`src/inc/rsc_pkg.sv`:
```
// Package of constants and types for the reset source controller.
// Overview of operation
// - Enabled clock-loss one-shot, retriggered by clock edges, resets on timeout.
// - Clock-loss cause flag reads 1 only after a clock-loss reset.
// - Writing bit 2 enables or disables the clock-loss detector.
// - Internal resets reset the core but never drive the reset pin.
// - Writing 1 to bit 5 selects comparator zero as reset source.
// - Selected comparator resets while its output is low.
// - Comparator cause flag reads 1 only after a comparator reset.
// - Watchdog overflow resets the system and sets the watchdog flag.
// - Illegal or security-blocked flash accesses reset the device.
// - Flash fault flag reads 1 after a flash error reset.
// - Writing 1 to bit 4 forces reset; software flag reads 1 after.
// - Power-up flag reads 1 after power-on or supply monitor reset.
// - Writing 1 to bit 1 selects the supply monitor as source.
// - Pin flag reads 1 after a reset from the external pin.
// - Reads return cause status; writes set enables through separate logic.
// - With power-up flag set, the other flags are undefined.
// - Selecting an unstable or disabled monitor may reset at once.
// - Bit 7 is reserved, reads 0; software writes 0.
// - Any reset other than power-on or supply monitor clears the power-up flag.
// - Monitor enable and selection survive all device resets except power-on, which selects the monitor.
package rsc_pkg;
    localparam logic [7:0] RSC_CAUSE_ADDR   = 8'hEF;
    localparam int         RSC_BIT_FLASH    = 6;
    localparam int         RSC_BIT_CMP      = 5;
    localparam int         RSC_BIT_SW       = 4;
    localparam int         RSC_BIT_WDOG     = 3;
    localparam int         RSC_BIT_CLK      = 2;
    localparam int         RSC_BIT_PWR      = 1;
    localparam int         RSC_BIT_PIN      = 0;
    localparam logic [7:0] RSC_FLAGS_RESET  = 8'h02;
    localparam int         RSC_WINDOW_US    = 500;
    localparam int         RSC_REF_KHZ      = 1000;
    localparam int         RSC_WINDOW_TICKS = RSC_WINDOW_US * RSC_REF_KHZ / 1000;
    localparam int         RSC_HOLD_CYCLES  = 4;

    typedef enum logic [2:0] {
        RSC_CAUSE_PIN,
        RSC_CAUSE_PWR,
        RSC_CAUSE_CLK,
        RSC_CAUSE_WDOG,
        RSC_CAUSE_SW,
        RSC_CAUSE_CMP,
        RSC_CAUSE_FLASH
    } rsc_cause_t;

    typedef struct packed {
        logic flash_high_addr;
        logic flash_secure_block;
    } rsc_flash_err_t;

    typedef struct packed {
        logic       wr_en;
        logic       rd_en;
        logic [7:0] addr;
        logic [7:0] wdata;
    } rsc_sfr_req_t;
endpackage : rsc_pkg

```
`src/design/rsc_reset_source_controller.sv`:
```
// Reset source collection, cause capture and the reset-cause register.
module rsc_reset_source_controller
    import rsc_pkg::*;
#(
    parameter int WINDOW_TICKS = RSC_WINDOW_TICKS,
    parameter int HOLD_CYCLES  = RSC_HOLD_CYCLES
) (
    input  wire logic           clk,
    input  wire logic           sys_rst,
    input  wire logic           ref_tick,
    input  wire logic           power_on_rst,
    input  wire logic           monitor_enabled,
    input  wire logic           monitor_rst_n,
    input  wire logic           pin_rst_n,
    input  wire logic           comparator_out,
    input  wire logic           watchdog_overflow,
    input  wire rsc_flash_err_t flash_err,
    input  wire rsc_sfr_req_t   sfr_req,
    output logic [7:0]          sfr_rdata,
    output logic                core_rst,
    output logic                pin_drive_low
);
    localparam int WCW = $clog2(WINDOW_TICKS + 1);
    localparam int HCW = $clog2(HOLD_CYCLES + 1);

    logic [7:0]     flags_q;
    logic           clk_en_q;
    logic           cmp_sel_q;
    logic           mon_sel_q;
    logic           mon_sel_init_q;
    logic [WCW-1:0] win_cnt_q;
    logic           clk_seen_q;
    logic [HCW-1:0] hold_q;
    logic           pending_q;
    rsc_cause_t     cause_q;
    logic           req_hit;
    logic           wr_hit;
    logic           sw_force;
    logic           clk_loss;
    logic           any_src;
    rsc_cause_t     cause_d;

    assign req_hit = sfr_req.addr == RSC_CAUSE_ADDR;
    assign wr_hit   = sfr_req.wr_en && req_hit;
    assign sw_force = wr_hit && sfr_req.wdata[RSC_BIT_SW];

    always_comb begin
        sfr_rdata = 8'h00;
        if (sfr_req.rd_en && req_hit) begin
            sfr_rdata = {1'b0, flags_q[6:0]};
        end
    end

    always_ff @(posedge clk) begin
        if (sys_rst || core_rst) begin
            clk_seen_q <= 1'b0;
        end else if (ref_tick) begin
            clk_seen_q <= 1'b0;
        end else begin
            clk_seen_q <= 1'b1;
        end
    end

    always_ff @(posedge clk) begin
        if (sys_rst || core_rst || !clk_en_q) begin
            win_cnt_q <= '0;
        end else if (clk_seen_q) begin
            win_cnt_q <= '0;
        end else if (ref_tick && win_cnt_q < WCW'(WINDOW_TICKS)) begin
            win_cnt_q <= win_cnt_q + WCW'(1);
        end
    end
    // A stopped clock is seen as consecutive reference ticks with no clock edge between them.
    assign clk_loss = clk_en_q && (win_cnt_q >= WCW'(WINDOW_TICKS));

    always_comb begin
        cause_d = RSC_CAUSE_PIN;
        any_src = 1'b1;
        if (power_on_rst) begin
            cause_d = RSC_CAUSE_PWR;
        end else if (mon_sel_q && (!monitor_enabled || !monitor_rst_n)) begin
            cause_d = RSC_CAUSE_PWR;
        end else if (!pin_rst_n) begin
            cause_d = RSC_CAUSE_PIN;
        end else if (clk_loss) begin
            cause_d = RSC_CAUSE_CLK;
        end else if (cmp_sel_q && !comparator_out) begin
            cause_d = RSC_CAUSE_CMP;
        end else if (watchdog_overflow) begin
            cause_d = RSC_CAUSE_WDOG;
        end else if (flash_err.flash_high_addr || flash_err.flash_secure_block) begin
            cause_d = RSC_CAUSE_FLASH;
        end else if (sw_force) begin
            cause_d = RSC_CAUSE_SW;
        end else begin
            any_src = 1'b0;
        end
    end

    // Reset stretch; pin, monitor, watchdog and flash sources keep it held while they persist (comparator and clock-loss enables clear at reset).
    always_ff @(posedge clk) begin
        if (sys_rst) begin
            hold_q    <= HCW'(HOLD_CYCLES);
            pending_q <= 1'b1;
            cause_q   <= RSC_CAUSE_PWR;
        end else if (any_src && !pending_q) begin
            hold_q    <= HCW'(HOLD_CYCLES);
            pending_q <= 1'b1;
            cause_q   <= cause_d;
        end else if (any_src) begin
            hold_q    <= HCW'(HOLD_CYCLES);
        end else if (hold_q != '0) begin
            hold_q    <= hold_q - HCW'(1);
        end else begin
            pending_q <= 1'b0;
        end
    end
    assign core_rst = pending_q;

    assign pin_drive_low = pending_q && (cause_q == RSC_CAUSE_PWR);

    always_ff @(posedge clk) begin
        if (sys_rst) begin
            flags_q <= RSC_FLAGS_RESET;
        end else if (pending_q && hold_q == '0 && !any_src) begin
            flags_q <= 8'h00;
            flags_q[cause_q] <= 1'b1;
        end
    end

    always_ff @(posedge clk) begin
        if (sys_rst || core_rst) begin
            clk_en_q  <= 1'b0;
            cmp_sel_q <= 1'b0;
        end else if (wr_hit) begin
            clk_en_q  <= sfr_req.wdata[RSC_BIT_CLK];
            cmp_sel_q <= sfr_req.wdata[RSC_BIT_CMP];
        end
    end

    always_ff @(posedge clk) begin
        if (!mon_sel_init_q || power_on_rst) begin
            mon_sel_q <= 1'b1;
        end else if (wr_hit && !core_rst) begin
            mon_sel_q <= sfr_req.wdata[RSC_BIT_PWR];
        end
    end

    // Power-on clears the initialised mark so the monitor selection is reloaded; device resets do not touch it.
    always_ff @(posedge clk) begin
        if (power_on_rst) begin
            mon_sel_init_q <= 1'b0;
        end else begin
            mon_sel_init_q <= 1'b1;
        end
    end
endmodule : rsc_reset_source_controller

```
`config.mk`:
```
export PLATFORM = sky130hd
export DESIGN_NAME = rsc_reset_source_controller
export DESIGN_NICKNAME = d
export VERILOG_FILES = /design/src/inc/rsc_pkg.sv /design/src/design/rsc_reset_source_controller.sv
export SDC_FILE = /design/constraint.sdc
export NUM_CORES = 1
export LEC_CHECK = 0
export BUFFER_PORTS_ARGS = -buffer_cell sky130_fd_sc_hd__buf_2
export CORE_ASPECT_RATIO = 0.7
export CORE_UTILIZATION = 51
export CTS_BUF_LIST = sky130_fd_sc_hd__clkbuf_8
export DETAILED_ROUTE_END_ITERATION = 7
export GPL_TIMING_DRIVEN = 0
export PLACE_DENSITY_LB_ADDON = 0.12
export SLEW_MARGIN = 20
export SYNTH_ARGS = -nofsm -noshare
export SYNTH_HDL_FRONTEND = slang
export SYNTH_SLANG_ARGS = --single-unit
```
`constraint.sdc`:
```
create_clock -name clk -period 4.71 [get_ports clk]
set_input_delay 0.7065 -clock clk [delete_from_list [all_inputs] [get_ports clk]]
set_output_delay 0.7065 -clock clk [all_outputs]
set_load 0.02 [all_outputs]
```
==> impl_metrics.py, run 1 <==
metrics = {
    "status": {
        "status": "finished, final reports clean",
    },
    "clock_network": {
        "cts_buffers": 3,
        "clk_latency_ps": 270,
        "post_cts_buffers": 0,
        "clkTransAtPathRegs_ps": 90,
        "root_buffer": "clkbuf_8",
        "hold_buffers": 0,
        "clock_sinks": 28,
        "htree_num_levels": 1,
        "cts_tree": "yes",
        "clockBufferDepth": 2,
        "ctsResizeCount": 0,
    },
    "sta": {
        "rsz0062_at_grt": "no",
        "min_period_ps": 2700,
        "skew_ps": 4.20,
        "clock.fmax_mhz": 370,
        "worst_slack_ps": 2010,
        "slew_viol_final": 0,
        "tightest_slew_ps": 721,
        "whs_ps": 397,
        "final-setup-viol-count": 0,
        "totalNegativeSetupSlack_ps": 0,
        "slew_headroom_pct": 51.5,
        "finalHoldViolCount": 0,
        "period_share_pct": 57.3,
    },
    "grt": {
        "grt_use_met3_pct": 6.31,
        "grt_max_degree": 16,
        "top_usage_layer": "met2",
        "overflow": 0,
        "antenna_found_initial": 0,
        "grt_use_total_pct": 23.8,
        "grt_pass1_vias": 1280,
        "use_met2_pct": 41.0,
        "gr-usage-met1_pct": 30.3,
        "grt_pass1_wl_mm": 5.44,
    },
    "placed_design": {
        "io_buffers": 32,
        "dp_cells": 232,
        "postPlaceCellArea_sq_mm": 0.00168,
        "dp_slack_ps": 2020,
        "hpwl_mm": 2.57,
        "gp_congestion": 0.802,
    },
    "detailed_routing": {
        "final_antenna_net_count": 0,
        "dr.pass1.iters": 4,
        "vias_per_cell": 5.42,
        "via_count": 1280,
        "drcViolationCount": 0,
        "routed_wl_mm": 3.15,
        "wl_per_cell_um": 13.4,
        "drt_iter0_markers": 78,
    },
    "critical_path": {
        "required_ps": 4000,
        "end_kind": "output port",
        "startpoint_type": "input port",
        "arrival_ps": 1990,
        "critPathKind": "input port to output port",
        "ff2ff_setup_slack_ps": 2610,
        "cp_max_fo": 7,
    },
    "cells_and_area": {
        "n_antenna_cell": 0,
        "areaGrowthSynthToFinish_pct": 17.5,
        "nets": 236,
        "drive_gt1_share_pct": 22.3,
        "fin_area_sq_mm": 0.00173,
        "final_core_util_pct": 66.8,
        "final_cells": 236,
    },
    "pwr": {
        "power.total_mw": 0.408,
        "p_leak_nw": 0.653,
        "powerDensity_mw_per_mm2": 236,
        "ir_drop_mv": 0.149,
    },
    "flow_run": {
        "timing.max_cap.violations": 0,
    },
    "hold_path": {
        "hold_class": "flop to flop",
    },
    "logic_synthesis": {
        "yosysWarnings": 0,
        "syn_avg_cell_area_sq_um": 8.87,
        "ys_ff_latch": 28,
        "synth_area_sq_mm": 0.00147,
        "ys_seq_area_share_pct": 38.1,
        "syn_inst": 166,
        "synth_top_area_share_pct": 38.1,
        "synth_top_cell_by_area": "dfxtp_1",
        "synth_cell_types": 42,
        "synth_area_leaders": "dfxtp_1, mux2i_1, nand2b_1",
        "synth_fp_nets": 199,
    },
    "floorplan": {
        "die_area_sq_mm": 0.00311,
        "row_count": 15,
        "io_pins": 39,
        "die-height_um": 47.0,
        "start_util_pct": 56.9,
        "core-area_sq_mm": 0.00259,
        "die_width_um": 66.2,
    },
}
routing by layer:
metal  routed length, um  up-vias
met2                1430       45
li1                    -      652
met4                  22        0
met5                   0        -
met1                1530      579
met3                 176        4
worst paths after layout:
check / startpoint / endpoint / cells after the start
setup / recovery: sfr_req[12] / sfr_rdata[1] / 5
hold / removal: mon_sel_init_q / mon_sel_q / 1
setup reg to reg: mon_sel_q / flags_q[3] / 4
hold reg to reg: mon_sel_init_q / mon_sel_q / 1
worst max-delay path: stages:
cell and delay [ps]:
buf_2 90, nand4b_1 230, nor3_1 580, and2_1 220
buf_2 160
power by group:
| group | switching [mW] | internal (mW) |
|---|---|---|
| Combinational | 0.0123 | 0.0121 |
| Clock | 0.0713 | 0.0748 |
| Sequential | 0.000170 | 0.237 |
| Total | 0.0837 | 0.324 |
logic make-up (layout without fill, tap and decap cells):
| family | after synthesis | in the layout | share of synthesized area, % |
|---|---|---|---|
| compound gates | 20 | 20 | 10.0 |
| flops | 28 | 28 | 38.1 |
| other cells | 1 | 1 | 0.255 |
| xor+xnor | 5 | 5 | 2.97 |
| mux | 14 | 14 | 10.2 |
| fa+ha+maj | 4 | 4 | 3.40 |
| buf+inv | 16 | 52 | 4.33 |
| simple gates | 78 | 78 | 30.8 |
area by class of cell:
cell class | instances | area, sq um
Inverter | 12 | 45.0
Fill cell | 223 | 860
Sequential cell | 28 | 561
Buffer | 4 | 18.8
Timing Repair Buffer | 32 | 160
Multi-Input combinational cell | 122 | 848
Clock buffer | 4 | 55.1
Tap cell | 34 | 42.5
flip-flops by register name (all words and copies together), names as in the netlist:
name            cells
mon_sel_init_q      1
core_rst            1
cause_q             3
clk_seen_q          1
win_cnt_q           9
mon_sel_q           1
clk_en_q            1
hold_q              3
cmp_sel_q           1
flags_q             7
layout by cell type (no fill, tap or decap), drive strengths merged, types with 5 or more instances in the layout:
master  synthesis  layout
nor3           10      10
inv            12      12
nor2           15      15
and2            8       8
nand2           8       8
dfxtp          28      28
clkbuf          3       7
nand2b         10      10
mux2i          12      12
xnor2           5       5
nand3           6       6
buf             1      33
synthesized netlist by cell type:
cell	instances
or4b_4	1
dfxtp_1	28
nor4_1	2
nor2_1	15
nand2b_1	10
o41ai_1	1
nand4b_1	1
nand3_1	6
a21boi_4	1
or3_1	4
mux2_4	2
or4_1	2
o31ai_1	1
o211a_1	1
nor3_2	1
nand2_1	8
nand4_1	2
and4_1	1
clkbuf_1	3
conb_1	1
a31oi_1	1
ha_1	4
nor3b_1	1
or4b_2	1
o31a_1	1
nor3_1	9
o22ai_1	1
nand3b_1	1
and2b_1	1
a21boi_0	1
a2111oi_0	3
nor4_4	1
a211oi_1	1
inv_1	12
a21oi_1	4
buf_4	1
or2_2	1
xnor2_1	5
nor2b_1	2
o21ai_0	4
and2_1	8
mux2i_1	12
No activity file was read; power rests on OpenSTA's default activity.
==> inputs of run 2 (changes only) <==
ABC_AREA = 1   (was not set)
CORE_UTILIZATION = 49   (was 51)
clock period = 2.3 ns   (was 4.71 ns; I/O delays follow)
==> run 2 against run 1 <==
  * Count of clock-buffer cells in the layout stayed put
  * Sequential share of layout area is 0.69 points lower
  * Global-route usage is 4.2 points lower
  * Final cell count is 22% higher
  * Synthesized area is 2.4% higher
  * Cell area is 2.2% higher
  * Worst setup slack worse by 1500 ps
  * Worst hold slack worse by 160 ps
  * Register-to-register slack worse by 1900 ps
  * Synthesized cell count is 31% higher
==> impl_metrics.py, run 2 <==
metrics = {
    "status": {
        "status": "finished, final reports clean",
    },
    "cells_and_area": {
        "drive_gt1_share_pct": 21.3,
        "areaGrowthSynthToFinish_pct": 17.3,
        "largest_reg_flops": 9,
        "reg_top3": "win_cnt_q: 9 flops, flags_q: 7 flops",
        "final_core_util_pct": 61.8,
        "nets": 287,
        "final_common_cell": "nand2_1",
        "mostFrequentLayoutCells": "nand2_1, inv_1, buf_2",
        "fillCellCount": 300,
        "n_antenna_cell": 0,
        "regMostFlops": "win_cnt_q",
    },
    "grt": {
        "antenna_found_initial": 0,
        "grt_max_degree": 16,
        "grt_pass1_wl_mm": 4.96,
        "grt_use_total_pct": 19.6,
        "grt_pass1_vias": 1144,
        "overflow": 0,
    },
    "clock_network": {
        "clk_latency_ps": 280,
        "htree_num_levels": 1,
        "clock_sinks": 28,
        "post_cts_buffers": 0,
        "hold_buffers": 0,
        "cts_tree": "yes",
        "root_buffer": "clkbuf_8",
        "clockBufferDepth": 2,
        "clkTransAtPathRegs_ps": 100,
        "cts_buffers": 3,
        "ctsResizeCount": 0,
    },
    "detailed_routing": {
        "final_antenna_net_count": 0,
        "drt_iter0_markers": 83,
        "drcViolationCount": 0,
        "wl_per_cell_um": 10.2,
        "routed_wl_mm": 2.94,
        "dr.pass1.iters": 4,
        "vias_per_cell": 4.72,
        "via_count": 1365,
    },
    "sta": {
        "clock.fmax_mhz": 562,
        "period_share_pct": 77.3,
        "finalHoldViolCount": 0,
        "final-setup-viol-count": 0,
        "rsz0062_at_grt": "no",
        "worst_slack_ps": 522,
        "skew_ps": 5.35,
        "totalNegativeSetupSlack_ps": 0,
        "slew_viol_final": 0,
        "min_period_ps": 1780,
    },
    "hold_path": {
        "hp-start": "power_on_rst",
        "hold_class": "input port to flop",
    },
    "critical_path": {
        "startpoint_type": "flop",
        "required_ps": 1960,
        "arrival_ps": 1430,
        "cp_max_fo": 5,
        "end_kind": "output port",
        "worstSetupStartpoint": "core_rst",
        "rr_startpoint": "hold_q[0]",
        "critPathKind": "flop to output port",
    },
    "logic_synthesis": {
        "synth-edff-count": 0,
        "async_flop_share_pct": 0,
        "synth_top_area_share_pct": 37.2,
        "yosys.area_share.simple_pct": 38.5,
        "synth_xor_area_share_pct": 0.581,
        "syn_inst": 217,
        "synth_cell_types": 27,
        "synth_fp_nets": 250,
        "ys_seq_area_share_pct": 37.2,
        "ys_ff_latch": 28,
        "synth_fa_ha_area_share_pct": 3.32,
        "ys.flop_type": "dfxtp_1",
        "ys_top_cells_by_count": "nand2_1, inv_1, dfxtp_1",
        "synth_area_leaders": "dfxtp_1, nand2_1, inv_1",
        "synth_area_sq_mm": 0.00151,
        "syn_avg_cell_area_sq_um": 6.95,
        "synthMuxAreaShare_pct": 0,
        "synth_top_family_by_area": "simple AND/OR/NAND/NOR gates",
        "synth_top_cell_by_area": "dfxtp_1",
        "synth_compound_gate_area_share_pct": 10.2,
        "yosysMostFrequentCell": "nand2_1",
        "yosysWarnings": 0,
    },
    "pwr": {
        "power.total_mw": 0.846,
        "p_leak_nw": 0.791,
        "powerDensity_mw_per_mm2": 478,
        "ir_drop_mv": 0.438,
    },
    "flow_run": {
        "timing.max_cap.violations": 0,
    },
    "floorplan": {
        "start_util_pct": 52.7,
        "core-area_sq_mm": 0.00286,
        "die-height_um": 48.4,
        "die_area_sq_mm": 0.00331,
        "die_width_um": 68.3,
        "row_count": 16,
        "io_pins": 39,
    },
    "placed_design": {
        "dp_slack_ps": 734,
        "gp_congestion": 0.776,
        "io_buffers": 32,
        "hpwl_mm": 2.24,
    },
}
[run 2: routing by layer]
metal | track usage, % | vias up | part of all wire, %
met5 | 0 | - | 0
met4 | 3.13 | 0 | 0.44
met3 | 4.95 | 2 | 6.9
met2 | 26.8 | 40 | 35
met1 | 30.9 | 570 | 57
li1 | - | 753 | -
[run 2: worst paths after layout]
| kind | depth (start not counted) | slack (ps) | to |
|---|---|---|---|
| min | 2 | 230 | mon_sel_init_q |
| min reg2reg | 1 | 400 | mon_sel_q |
| max | 3 | 520 | pin_drive_low |
| max reg2reg | 9 | 690 | flags_q[2] |
[run 2: final cells by class]
| cell class | instances | area [sq um] | share of cell area (%) |
|---|---|---|---|
| Multi-Input combinational cell | 150 | 797 | 45.1 |
| Clock buffer | 4 | 55.1 | 3.11 |
| Sequential cell | 28 | 561 | 31.7 |
| Timing Repair Buffer | 32 | 160 | 9.06 |
| Buffer | 2 | 11.3 | 0.637 |
| Tap cell | 36 | 45.0 | 2.55 |
| Inverter | 37 | 139 | 7.86 |
[run 2: cell families after synthesis]
group,Yosys count
AO/OA/AOI/OAI,30
buffers and inverters,39
adder cells (fa/ha/maj),4
XOR/XNOR,1
flip-flops,28
other,1
AND/OR/NAND/NOR,114
[run 2: metrics by stage]
| stage | std cells | hold slack, ps | area (sq um) |
|---|---|---|---|
| global placement | 285 | 380 | 1710 |
| detailed placement | 285 | 382 | 1710 |
| CTS | 289 | 231 | 1770 |
| floorplan | 217 | 373 | 1510 |
| finish | 289 | 234 | 1770 |
| global route | 289 | 229 | 1770 |
[run 2: worst max-delay path: stages (launching register included)]
cell and delay [ps]:
dfxtp_1 460, inv_1 200, nor4_1 280, buf_2 220
[run 2: report_power, final]
group	switching (mW)	total (mW)	internal (mW)
clock	0.157	0.310	0.153
sequential	0.000306	0.486	0.485
combinational	0.0276	0.0497	0.0221
total	0.185	0.846	0.661
